## config.mk

```make
export PLATFORM = sky130hd
export DESIGN_NAME = acp_sample_trigger_n_port
export DESIGN_NICKNAME = d
export VERILOG_FILES = /design/src/acp_pkg.sv /design/src/acp_fifo.sv /design/src/acp_mem.sv /design/src/acp_sample_trigger_n_port.sv
export SDC_FILE = /design/constraint.sdc
export NUM_CORES = 1
export LEC_CHECK = 0
export ABC_AREA = 1
export BUFFER_PORTS_ARGS = -buffer_cell sky130_fd_sc_hd__buf_2
export CAP_MARGIN = 20
export CORE_MARGIN = 4
export CORE_UTILIZATION = 55
export CTS_BUF_LIST = sky130_fd_sc_hd__clkbuf_8
export DETAILED_ROUTE_END_ITERATION = 7
export PLACE_DENSITY = 0.84
export SETUP_SLACK_MARGIN = 0.4
export SYNTH_ARGS = -nofsm -noshare
export SYNTH_HDL_FRONTEND = slang
export SYNTH_SLANG_ARGS = --single-unit
```

## constraint.sdc

```tcl
create_clock -name SYS_CLK -period 6.46 [get_ports SYS_CLK]
set_clock_uncertainty 0.05 [all_clocks]
set_input_delay 0.969 -clock SYS_CLK [delete_from_list [all_inputs] [get_ports SYS_CLK]]
set_output_delay 0.969 -clock SYS_CLK [all_outputs]
set_load 0.01 [all_outputs]
```

## src/acp_pkg.sv

```systemverilog
// shared constants, pin carriers and state codes of the conversion port
// assumes a single 40 MHz system clock; the converter clock arrives on a pin
package acp_pkg;

  localparam int          RESULT_W          = 16;
  localparam int          SAMPLE_TRIGGER_N_CYCLES       = 17;
  localparam int          ACQ_CYCLES        = 3;
  localparam int          FIFO_DEPTH        = 32;
  localparam int          SYS_PERIOD_NS     = 25;
  localparam int          START_SETUP_NS    = 40;
  localparam int          START_SETUP_CYC   = (START_SETUP_NS + SYS_PERIOD_NS - 1) / SYS_PERIOD_NS;
  localparam int          BUSY_RISE_NS      = 70;
  localparam int          BUSY_RISE_CYC     = BUSY_RISE_NS / SYS_PERIOD_NS;

  localparam logic [1:0]  CHAN_RESET        = 2'h0;
  localparam logic [15:0] SIGN_FLIP         = 16'h8000;
  localparam logic [15:0] SAR_FIRST_MASK    = 16'h8000;
  localparam logic [4:0]  SAR_FINISH_IDX    = 5'h10;
  localparam logic [1:0]  ACQ_RESET         = 2'h0;
  localparam logic [1:0]  ACQ_LOAD          = 2'h3;
  localparam logic [1:0]  SETUP_RESET       = 2'h0;

  localparam logic [1:0]  DIV_BY_1          = 2'h0;
  localparam logic [1:0]  DIV_BY_2          = 2'h1;
  localparam logic [1:0]  DIV_BY_4          = 2'h2;
  localparam logic [1:0]  DIV_BY_8          = 2'h3;

  typedef enum logic [1:0] {
    ST_SAMPLE,
    ST_ARMED,
    ST_CONVERT,
    ST_STALL
  } acp_state_e;

  // host-side strobes and selects plus converter clock and comparator, all active levels as on the pins
  typedef struct packed {
    logic cs_n;
    logic sample_trigger_n;
    logic rd_n;
    logic byte_sel;
    logic channel_sel_msb;
    logic channel_sel_lsb;
    logic divider_sel_1;
    logic divider_sel_0;
    logic ext_clk;
    logic comp_high;
  } acp_pins_s;

  // tri-state result lanes: value and per-lane enable
  typedef struct packed {
    logic [15:0] result_bus;
    logic [15:0] result_oe;
  } acp_bus_s;

endpackage

```

## src/acp_fifo.sv

```systemverilog
// result fifo with valid/ready on both sides, storage in acp_mem
// assumes synchronous active-high reset on the same clock
module acp_fifo #(
  parameter int W     = 16,
  parameter int DEPTH = 32
) (
  input  wire logic         SYS_CLK,
  input  wire logic         SYS_RST,
  input  wire logic         IN_VALID,
  output logic              IN_READY,
  input  wire logic [W-1:0] IN_DATA,
  output logic              OUT_VALID,
  input  wire logic         OUT_READY,
  output logic      [W-1:0] OUT_DATA
);

  localparam int AW = $clog2(DEPTH);

  typedef struct packed {
    logic [AW-1:0] wr_ptr;
    logic [AW-1:0] rd_ptr;
    logic [AW:0]   count;
    logic          settled;
  } acp_fifo_s;

  acp_fifo_s cur;
  acp_fifo_s next_cur;
  logic      push;
  logic      pop;

  // head word is valid only once its registered read has settled
  assign IN_READY  = (cur.count != (AW+1)'(DEPTH));
  assign OUT_VALID = cur.settled;
  assign push      = IN_VALID & IN_READY;
  assign pop       = OUT_VALID & OUT_READY;

  always_comb begin
    next_cur = cur;
    if (push) begin
      next_cur.wr_ptr = cur.wr_ptr + AW'(1);
    end
    if (pop) begin
      next_cur.rd_ptr = cur.rd_ptr + AW'(1);
    end
    case ({push, pop})
      2'b10:   next_cur.count = cur.count + (AW+1)'(1);
      2'b01:   next_cur.count = cur.count - (AW+1)'(1);
      default: next_cur.count = cur.count;
    endcase
    // a pop moves the read address, so the new head needs one cycle
    next_cur.settled = !pop && (cur.count != '0);
  end

  always_ff @(posedge SYS_CLK) begin
    if (SYS_RST) begin
      cur <= '0;
    end else begin
      cur <= next_cur;
    end
  end

  acp_mem #(
    .W     (W),
    .DEPTH (DEPTH)
  ) u_mem (
    .SYS_CLK (SYS_CLK),
    .WE      (push),
    .WADDR   (cur.wr_ptr),
    .WDATA   (IN_DATA),
    .RADDR   (cur.rd_ptr),
    .RDATA   (OUT_DATA)
  );

endmodule

```

## src/acp_mem.sv

```systemverilog
// small dual-port word memory with registered read data
// assumes one clock; a read of the word being written returns the old value
module acp_mem #(
  parameter int W     = 16,
  parameter int DEPTH = 32,
  parameter int AW    = $clog2(DEPTH)
) (
  input  wire logic          SYS_CLK,
  input  wire logic          WE,
  input  wire logic [AW-1:0] WADDR,
  input  wire logic [W-1:0]  WDATA,
  input  wire logic [AW-1:0] RADDR,
  output logic      [W-1:0]  RDATA
);

  logic [W-1:0] store [DEPTH];

  // array is left out of reset; the fifo only reads written words
  always_ff @(posedge SYS_CLK) begin
    if (WE) begin
      store[WADDR] <= WDATA;
    end
    RDATA <= store[RADDR];
  end

endmodule

```

## src/acp_sample_trigger_n_port.sv

```systemverilog
// control and parallel readout of a four-channel 16-bit sar converter
// assumes host pins are asynchronous to SYS_CLK and the analog side gives
// one comparator decision per trial code; results also stream to a fifo

module acp_sample_trigger_n_port #(
  parameter int RESULT_W   = acp_pkg::RESULT_W,
  parameter int FIFO_DEPTH = acp_pkg::FIFO_DEPTH
) (
  input  wire logic                  SYS_CLK,
  input  wire logic                  SYS_RST,
  input  wire acp_pkg::acp_pins_s    PINS,
  output logic                       BUSY,
  output logic                       SAMPLE_HOLD,
  output logic      [1:0]            CHANNEL_SEL,
  output logic      [RESULT_W-1:0]   TRIAL_CODE,
  output logic                       ACQ_DONE,
  output acp_pkg::acp_bus_s          RESULT_BUS,
  output logic                       STREAM_VALID,
  input  wire logic                  STREAM_READY,
  output logic      [RESULT_W-1:0]   STREAM_DATA
);

  typedef struct packed {
    acp_pkg::acp_state_e state;
    acp_pkg::acp_pins_s  sync1;
    acp_pkg::acp_pins_s  sync2;
    logic                clk_prev;
    logic [3:0]          div_cnt;
    logic                armed;
    logic [1:0]          setup_cnt;
    logic [4:0]          bit_idx;
    logic [15:0]         sar;
    logic [1:0]          chan_next;
    logic [1:0]          chan_cur;
    logic                addr_taken;
    logic [15:0]         result;
    logic                result_ok;
    logic [1:0]          acq_cnt;
    logic                busy;
    acp_pkg::acp_bus_s   bus;
  } acp_core_s;

  acp_core_s cur;
  acp_core_s next_cur;

  logic        fifo_in_ready;
  logic        fifo_push;
  logic [15:0] fifo_data;

  // divide ratio of the converter clock from the two select pins
  function automatic logic [3:0] div_ratio(input logic [1:0] sel);
    case (sel)
      acp_pkg::DIV_BY_1: div_ratio = 4'h1;
      acp_pkg::DIV_BY_2: div_ratio = 4'h2;
      acp_pkg::DIV_BY_4: div_ratio = 4'h4;
      acp_pkg::DIV_BY_8: div_ratio = 4'h8;
      default:           div_ratio = 4'h1;
    endcase
  endfunction

  // the trial bit for a given decision step, msb first
  function automatic logic [15:0] sar_mask(input logic [4:0] idx);
    sar_mask = acp_pkg::SAR_FIRST_MASK >> idx[3:0];
  endfunction

  logic        ext_rise;
  logic        tick;
  logic        start_req;
  logic        start_go;
  logic        rd_active;
  logic        finish;
  logic [1:0]  div_sel;
  logic [1:0]  addr_pins;

  always_comb begin
    div_sel   = {cur.sync2.divider_sel_1, cur.sync2.divider_sel_0};
    addr_pins = {cur.sync2.channel_sel_msb, cur.sync2.channel_sel_lsb};
    ext_rise  = cur.sync2.ext_clk & ~cur.clk_prev;
    // one internal clock edge every ratio external rising edges
    tick      = ext_rise && (cur.div_cnt == div_ratio(div_sel) - 4'h1);
    // strobes are active low, so both low is their nor
    start_req = ~(cur.sync2.cs_n | cur.sync2.sample_trigger_n);
    rd_active = ~(cur.sync2.cs_n | cur.sync2.rd_n);
    // a new start is taken only once the strobes were seen released
    start_go  = (cur.state == acp_pkg::ST_SAMPLE) && start_req && cur.armed;
    // finishing waits for fifo room; busy then stays high meanwhile
    finish    = fifo_in_ready && ((cur.state == acp_pkg::ST_STALL) ||
                ((cur.state == acp_pkg::ST_CONVERT) && tick &&
                 (cur.bit_idx == acp_pkg::SAR_FINISH_IDX)));
  end

  always_comb begin
    next_cur = cur;
    fifo_push = 1'b0;
    fifo_data = cur.result;

    // two flip-flops on every host pin before any logic looks at it
    next_cur.sync1    = PINS;
    next_cur.sync2    = cur.sync1;
    next_cur.clk_prev = cur.sync2.ext_clk;

    if (ext_rise) begin
      if (tick) begin
        next_cur.div_cnt = 4'h0;
      end else begin
        next_cur.div_cnt = cur.div_cnt + 4'h1;
      end
    end
    // a ratio change can leave the count past the new ratio
    if (cur.div_cnt >= div_ratio(div_sel)) begin
      next_cur.div_cnt = 4'h0;
    end

    if (!start_req) begin
      next_cur.armed = 1'b1;
    end

    // address latch on the first release of either start strobe
    if ((cur.state != acp_pkg::ST_SAMPLE) && !cur.addr_taken && !start_req) begin
      next_cur.chan_next  = addr_pins;
      next_cur.addr_taken = 1'b1;
    end

    case (cur.state)
      acp_pkg::ST_SAMPLE: begin
        if (tick && (cur.acq_cnt != acp_pkg::ACQ_RESET)) begin
          next_cur.acq_cnt = cur.acq_cnt - 2'h1;
        end
        if (start_go) begin
          next_cur.state      = acp_pkg::ST_ARMED;
          next_cur.armed      = 1'b0;
          next_cur.busy       = 1'b1;
          next_cur.setup_cnt  = acp_pkg::SETUP_RESET;
          next_cur.addr_taken = 1'b0;
          next_cur.sar        = '0;
          next_cur.bit_idx    = '0;
        end
      end
      acp_pkg::ST_ARMED: begin
        if (cur.setup_cnt != 2'(acp_pkg::START_SETUP_CYC)) begin
          next_cur.setup_cnt = cur.setup_cnt + 2'h1;
        end
        // an edge too close to the start is skipped, the next one is used
        if (tick && (cur.setup_cnt == 2'(acp_pkg::START_SETUP_CYC))) begin
          next_cur.state = acp_pkg::ST_CONVERT;
        end
      end
      acp_pkg::ST_CONVERT: begin
        if (tick && (cur.bit_idx != acp_pkg::SAR_FINISH_IDX)) begin
          if (cur.sync2.comp_high) begin
            next_cur.sar = cur.sar | sar_mask(cur.bit_idx);
          end
          next_cur.bit_idx = cur.bit_idx + 5'h1;
        end else if (tick) begin
          next_cur.state = acp_pkg::ST_STALL;
        end
      end
      acp_pkg::ST_STALL: begin
        next_cur.state = acp_pkg::ST_STALL;
      end
      default: begin
        next_cur.state = acp_pkg::ST_SAMPLE;
      end
    endcase

    if (finish) begin
      // offset-binary sar word turned into two's complement
      next_cur.result    = cur.sar ^ acp_pkg::SIGN_FLIP;
      next_cur.result_ok = 1'b1;
      next_cur.busy      = 1'b0;
      next_cur.state     = acp_pkg::ST_SAMPLE;
      next_cur.chan_cur  = cur.chan_next;
      next_cur.acq_cnt   = acp_pkg::ACQ_LOAD;
      fifo_push          = 1'b1;
      fifo_data          = cur.sar ^ acp_pkg::SIGN_FLIP;
    end

    // lanes float while busy from the cycle after busy rises; otherwise driven only during a read
    next_cur.bus.result_oe  = 16'h0000;
    next_cur.bus.result_bus = cur.bus.result_bus;
    if (!next_cur.busy && !start_go && rd_active && cur.result_ok) begin
      if (cur.sync2.byte_sel) begin
        next_cur.bus.result_bus = {8'h00, cur.result[15:8]};
        next_cur.bus.result_oe  = 16'h00ff;
      end else begin
        next_cur.bus.result_bus = cur.result;
        next_cur.bus.result_oe  = (cur.sync2.byte_sel) ? 16'h00ff : 16'hffff;
      end
    end
    if (start_go) begin
      next_cur.bus.result_oe = 16'h0000;
    end
  end

  // power-up is idle: sampling channel zero, busy low, lanes floating
  always_ff @(posedge SYS_CLK) begin
    if (SYS_RST) begin
      cur           <= '0;
      cur.chan_next <= acp_pkg::CHAN_RESET;
      cur.chan_cur  <= acp_pkg::CHAN_RESET;
    end else begin
      cur <= next_cur;
    end
  end

  // busy goes up from the synchronised strobes without a further flop,
  // keeping the pin-to-busy delay at two system cycles
  assign BUSY        = cur.busy | start_go;
  assign SAMPLE_HOLD = (cur.state != acp_pkg::ST_SAMPLE);
  assign CHANNEL_SEL = cur.chan_cur;
  assign TRIAL_CODE  = (cur.state == acp_pkg::ST_CONVERT) ?
                       (cur.sar | sar_mask(cur.bit_idx)) : cur.sar;
  assign ACQ_DONE    = (cur.state == acp_pkg::ST_SAMPLE) &&
                       (cur.acq_cnt == acp_pkg::ACQ_RESET);
  assign RESULT_BUS  = cur.bus;

  acp_fifo #(
    .W     (RESULT_W),
    .DEPTH (FIFO_DEPTH)
  ) u_fifo (
    .SYS_CLK   (SYS_CLK),
    .SYS_RST   (SYS_RST),
    .IN_VALID  (fifo_push),
    .IN_READY  (fifo_in_ready),
    .IN_DATA   (fifo_data),
    .OUT_VALID (STREAM_VALID),
    .OUT_READY (STREAM_READY),
    .OUT_DATA  (STREAM_DATA)
  );

endmodule

```

======== Word level (Yosys, flattened, before mapping) ========
Memory sizes are Yosys's and may differ from the RTL's. A register that Yosys moved wholly into a read port is not among the register bits.
Cells that the tools add are included.
word-level totals
  input port bits ......................... 13
  output and inout bits ................... 70
  bits in writable memories ............... 512
  memories kept ........................... 1
  bits in registers ....................... 125
  word-level logic and storage cells ...... 154
memory list
  memory              depth  width  read ports  clocked after memory_dff  wr ports  line           RTL
  u_fifo.u_mem.store  32     16     1           1                         1         acp_mem.sv:16  logic [W-1:0] store [DEPTH];
cells by class
  order comparisons ....................... 1
  shift operators ......................... 1
  bitwise logic cells ..................... 12
  multiplexer cells ....................... 29
  add/subtract/negate cells ............... 9
  eq/ne operators ......................... 21
  reductions and logical operators ........ 40
operators by type and width
  operator                                            count
  2-to-1 mux 16 bit                                   3
  case mux 21 bit (2 select lines)                    1
  2-to-1 mux 32 bit                                   1
  2-to-1 mux 24 bit                                   1
  2-to-1 mux 21 bit                                   1
  logical AND 1 bit                                   16
  bitwise OR 16 bit                                   1
  case mux 4 bit (4 select lines)                     1
  >> shifter 16 x 4 -> 16 bit (first input constant)  1
  adder 5 x 1 -> 5 bit (second input constant)        3
  != test 2 bit (second input constant)               7
  nonzero test 2 bit                                  7
  == test 2 bit (second input constant)               6
  2-to-1 mux 2 bit                                    6
  case mux 6 bit (2 select lines)                     1
  2-to-1 mux 1 bit                                    9
  case mux 2 bit (4 select lines)                     1
  AND reduction 4 bit                                 2
  adder 6 x 1 -> 6 bit (second input constant)        1
  == test 2 x 1 -> 1 bit (second input constant)      3
  zero test 2 bit                                     3
  2-to-1 mux 3 bit                                    2
  != test 6 bit (second input constant)               1
  AND reduction 3 bit                                 2
  21 further kinds                                    33

======== Depth between registers and ports, before layout ========
  depth after elaboration ................. 16
  gate-level depth with buffers ........... 22

======== Modules after synthesis ========
Synthesis repeated with hierarchy kept, for this count alone.
second synthesis, totals
  cells, all modules ...................... 2,556
  area total of the unflattened synthesis .. 26,907.1 um^2
by module, submodules not included
  module                     area each (um^2)  times used  seq. area each (um^2)  cells an instance
  acp_mem                    21,301.7          1           15,695.1               1,794
  acp_sample_trigger_n_port  4,654.5           1           1,881.8                635
  acp_fifo                   950.9             1           340.3                  127

======== Least setup slack after synthesis ========
Ideal clock, no wire load.
  path kind ............................... register to register
  start point ............................. register cur[81] in the netlist's numbering
  end point ............................... memory u_fifo.u_mem.store[31][0] (enable)
  path slack .............................. 3,320 ps
  setup time .............................. 409 ps
  cell stages (with the launch flop) ...... 12
  arrival time ............................ 2,681 ps
  path through ............................ dfxtp_1 inv_1 ha_1 nor2_1 nand2_1 nor2_4 nand3_1 nand2_1 nand3_2 buf_6 buf_6 nor3_1
between the ends
  word-level cells in the longest chain between the ends .. 10
ends and longest elaborated chain
  element                                 line                              RTL
  start: declaration                      acp_sample_trigger_n_port.sv:43   acp_core_s cur;
  start signal: assignment                acp_sample_trigger_n_port.sv:202  cur <= next_cur;
  == test 4 bit                           acp_sample_trigger_n_port.sv:80   tick = ext_rise && (cur.div_cnt == div_ratio(div_sel) - 4'h1);
  logical AND 1 bit                       acp_sample_trigger_n_port.sv:80
  logical AND 1 bit (2 in a row)          acp_sample_trigger_n_port.sv:88   ((cur.state == acp_pkg::ST_CONVERT) && tick &&
  logical OR 1 bit                        acp_sample_trigger_n_port.sv:87   finish = fifo_in_ready && ((cur.state == acp_pkg::ST_STALL) ||
  logical AND 1 bit                       acp_sample_trigger_n_port.sv:87
  2-to-1 mux 1 bit                        acp_sample_trigger_n_port.sv:166  if (finish) begin
  AND 1 bit                               acp_fifo.sv:34                    assign push = IN_VALID & IN_READY;
  2-to-1 mux 1 bit                        acp_mem.sv:20                     if (WE) begin
  2-to-1 mux 1 bit (implied by the code)  acp_mem.sv:21                     store[WADDR] <= WDATA;
  end: declaration                        acp_mem.sv:16
No other way between the ends.

======== Final worst setup path ========
  start point ............................. register cur[81] in the netlist's numbering
  end point ............................... register u_fifo.cur[5] in the netlist's numbering
between the ends
  word-level cells in the longest chain between the ends .. 10
ends and longest elaborated chain
  element                                                                line                              RTL
  == test 4 bit (*)                                                      acp_sample_trigger_n_port.sv:80
  logical AND 1 bit (*)                                                  acp_sample_trigger_n_port.sv:80
  logical AND 1 bit (*) (2 in a row)                                     acp_sample_trigger_n_port.sv:88
  logical OR 1 bit (*)                                                   acp_sample_trigger_n_port.sv:87
  logical AND 1 bit (*)                                                  acp_sample_trigger_n_port.sv:87
  2-to-1 mux 1 bit (*)                                                   acp_sample_trigger_n_port.sv:166
  AND 1 bit (*)                                                          acp_fifo.sv:34
  == test 2 x 1 -> 1 bit or == test 2 bit (tied branches)                acp_fifo.sv:45                    case ({push, pop})
  case mux 6 bit (2 select lines) or nonzero test 2 bit (tied branches)  n/a
  end signal: assignment                                                 acp_fifo.sv:58                    cur <= next_cur;
  end: declaration                                                       acp_fifo.sv:26                    acp_fifo_s cur;
Mark *: on every way between the ends. The rest lies on a longest branch, timed or not.
A chain may end at the register's enable or synchronous reset.

==> results.cfg <==
[placed_design]
hpwl_um = 36000
gp_congestion = 0.9135
port_buffers = 82

[sta]
max_freq_mhz = 237.4
hold_viol_final = 0
rsz0062_at_grt = false
fin_crit_ns = 4.211
setup_viol = 0
slew_violations = 0
relSlewSlack = 0.2438
min_period_over_period = 0.6519
timing.setup.tns_ns = 0
tightest_slew_ns = 1.127

[power_and_ir_drop]
p_leak_nw = 10.75
clkPwrFrac = 0.340
switching_power_mw = 2.484
p_int_mw = 6.541
seq_power_share = 0.519
peakVddDrop_uv = 204.7
switching_share = 0.2752
powerDensity_nw_per_um2 = 314.0
pwr-share-comb = 0.142

[cts]
post_cts_buffers = 0
clock_latency_ns = 0.70
clk_pin_slew_ns = 0.06
ctsLongestPathBuffers = 3
cts_root_buffer = clkbuf_8
clock-sinks = 639
cts.htree.levels = 3
hold_buffers = 0
cts_buffers = 95
post_cts_resized = 0
cts_tree = done

[status]
status = completed

[logic_synthesis]
synth_top_area_share = 0.5925
synth_edf_count = 512
synth-seq-cells = 639
syn-cell-area_um2 = 25950
synth_area_leaders = edfxtp_1 59%, dfxtp_1 9.8%, nor2_1 6.7%, o21ai_0 5.5%, nand2_1 2.9%
ys_types = 42
syn-num-nets = 2343
synth-main-ff-cell = edfxtp_1
yosysMostFrequentCell = edfxtp_1
synth_top_area_cell = edfxtp_1
ys_top_cells_by_count = 512 x edfxtp_1, 464 x nor2_1, 286 x o21ai_0, 202 x nand2_1, 156 x inv_1
synthArstFlopShare = 0
syn_area_per_cell_um2 = 11.24
synth_cells = 2309
yosysSeqAreaShare = 0.6905
ys.warnings.count = 0

[floorplanning]
ios = 83
core_um2 = 46560
rows = 79
die_y_um = 225.2
die_area_um2 = 50720
start_util = 0.5574
die_x_um = 225.2

[cells_and_area]
regArea_um2 = 17920
multi_input_area_um2 = 6510
fillers = 3397
post-route-util = 0.6173
n_antenna_cell = 0
drive_above_1_share = 0.1312
nNetsFinal = 2421
area_growth_pct = 10.75

[critical_path]
reg2reg_depth = 17
critPathKind = flop to flop
end_kind = flop
r2r-start = cur[81]$_SDFFE_PP0P_
rr_endpoint = u_fifo.cur[5]$_SDFFE_PP0P_
start_kind = flop
reg2reg_slack_ns = 2.25
critPathRequiredTime_ns = 6.98
worstPathArrival_ns = 4.73
cp_max_fo = 48

[min_path]
holdPathEnd = cur[86]$_SDFF_PP0_
whs_path_depth = 2
min-delay-start = cur[96]$_SDFF_PP0_
hold_path_class = flop to flop

[global_route]
first_global_vias = 17457
grt.overflow.total = 0
antenna_found_initial = 0
gr-usage-all-layers = 0.2392
grt_pass1_wl_um = 94760
grt_max_degree = 121

[route]
antenna_left = 0
wl_um = 61520
first_pass_iters = 8
wire_per_inst_um = 20.04
drtIter0Drc = 2235
drc = 0
vias = 17855
via_per_inst = 5.818

[run]
max_cap_viol_count = 0
## final cells by class
type | instances | area share
clock buffer | 103 | 0.04933
clock inverter | 69 | 0.01258
inverter | 166 | 0.02207
multi-input combinational | 1341 | 0.2265
sequential | 639 | 0.6237
tap | 607 | 0.02643
timing repair buffer | 144 | 0.03932
## metrics by stage
stage,instances,instance area (um2),setup WS (ns),power [mW],hold WS [ns]
floorplan,2309,25950,3.320,5.581,0.3383
global route,3069,28740,1.959,9.411,0.3694
finish,3069,28740,2.249,9.025,0.3450
CTS,3056,28470,2.305,9.012,0.3472
detailed placement,2884,26690,2.356,5.982,0.3434
global placement,2877,26550,2.443,5.911,0.3395
## cells by family (layout without fill, tap and decap cells)
kind of cell,count (synthesis),in the layout,synth area share
AOI/OAI and AO/OA,508,508,0.1100
xor gates and xnor gates,7,7,0.002363
adders and majority gates,21,21,0.01013
buffers and inverters,329,482,0.05892
DFF,639,639,0.6905
muxes,1,1,0.0003858
and+or+nand+nor,804,804,0.1277
## flip-flops by register name, indices dropped and copies added (netlist names)
register,flops
CHANNEL_SEL,2
RESULT_BUS,18
addr_pins,2
cur,72
u_fifo.OUT_VALID,1
u_fifo.cur,16
u_fifo.u_mem.RDATA,16
u_fifo.u_mem.store,512
## cells in the final DEF (no fill, tap or decap), types with 11 or more instances in the layout
master / instances
edfxtp_1: 512
nor2_1: 463
o21ai_0: 286
nand2_1: 202
inv_1: 189
dfxtp_1: 125
clkbuf_8: 103
buf_2: 82
nand3_1: 67
o22ai_1: 67
o211ai_1: 65
buf_4: 46
o21ai_1: 41
a21oi_1: 30
ha_1: 21
nor3_1: 20
nand4_1: 18
clkinv_1: 17
nand2_2: 15
clkinv_2: 13
buf_16: 11
## critical path, cell delays in order, from the launching register on
cell and delay, ns:
dfxtp_1 0.40, inv_1 0.08, ha_1 0.31, nor2_1 0.13, nand2_1 0.11, nor2_4 0.14
nand3_1 0.10, nand2_1 0.09, nand3_2 0.78, ha_1 0.67, xor2_1 0.20, ha_1 0.21
or2_2 0.33, nand4_1 0.10, nand2_1 0.08, xnor2_1 0.12, o21ai_0 0.16, inv_1 0.05
## how the worst max path moves through the flow
| stage | start | to | slack [ns] |
|---|---|---|---|
| floorplan | cur[81]$_SDFFE_PP0P_ | u_fifo.u_mem.store[31][0]$_DFFE_PP_ | 3.32 |
| global placement | cur[81]$_SDFFE_PP0P_ | u_fifo.u_mem.store[22][0]$_DFFE_PP_ | 2.44 |
| detailed placement | cur[81]$_SDFFE_PP0P_ | u_fifo.cur[5]$_SDFFE_PP0P_ | 2.36 |
| CTS | cur[81]$_SDFFE_PP0P_ | u_fifo.u_mem.store[24][5]$_DFFE_PP_ | 2.31 |
| global route | cur[89]$_SDFF_PP0_ | u_fifo.cur[5]$_SDFFE_PP0P_ | 1.96 |
| finish | cur[81]$_SDFFE_PP0P_ | u_fifo.cur[5]$_SDFFE_PP0P_ | 2.25 |
## per-layer routing
metal  GRT usage  routed length, um  vias to the layer above
li1            -                  -                     8167
met2      0.3862              29530                     1014
met3     0.04390               5946                      189
met5           0                  0                        -
met1      0.3159              23100                     8485
met4      0.1181               2941                        0
## power by group through the flow
stage	Clock [mW]	Combinational [mW]	Sequential, mW
floorplan	0	0.824	4.76
global placement	0	1.14	4.77
detailed placement	0	1.21	4.77
CTS	3.11	1.22	4.68
global route	3.32	1.41	4.69
finish	3.07	1.28	4.68
Power figures use the tool's default switching activity.
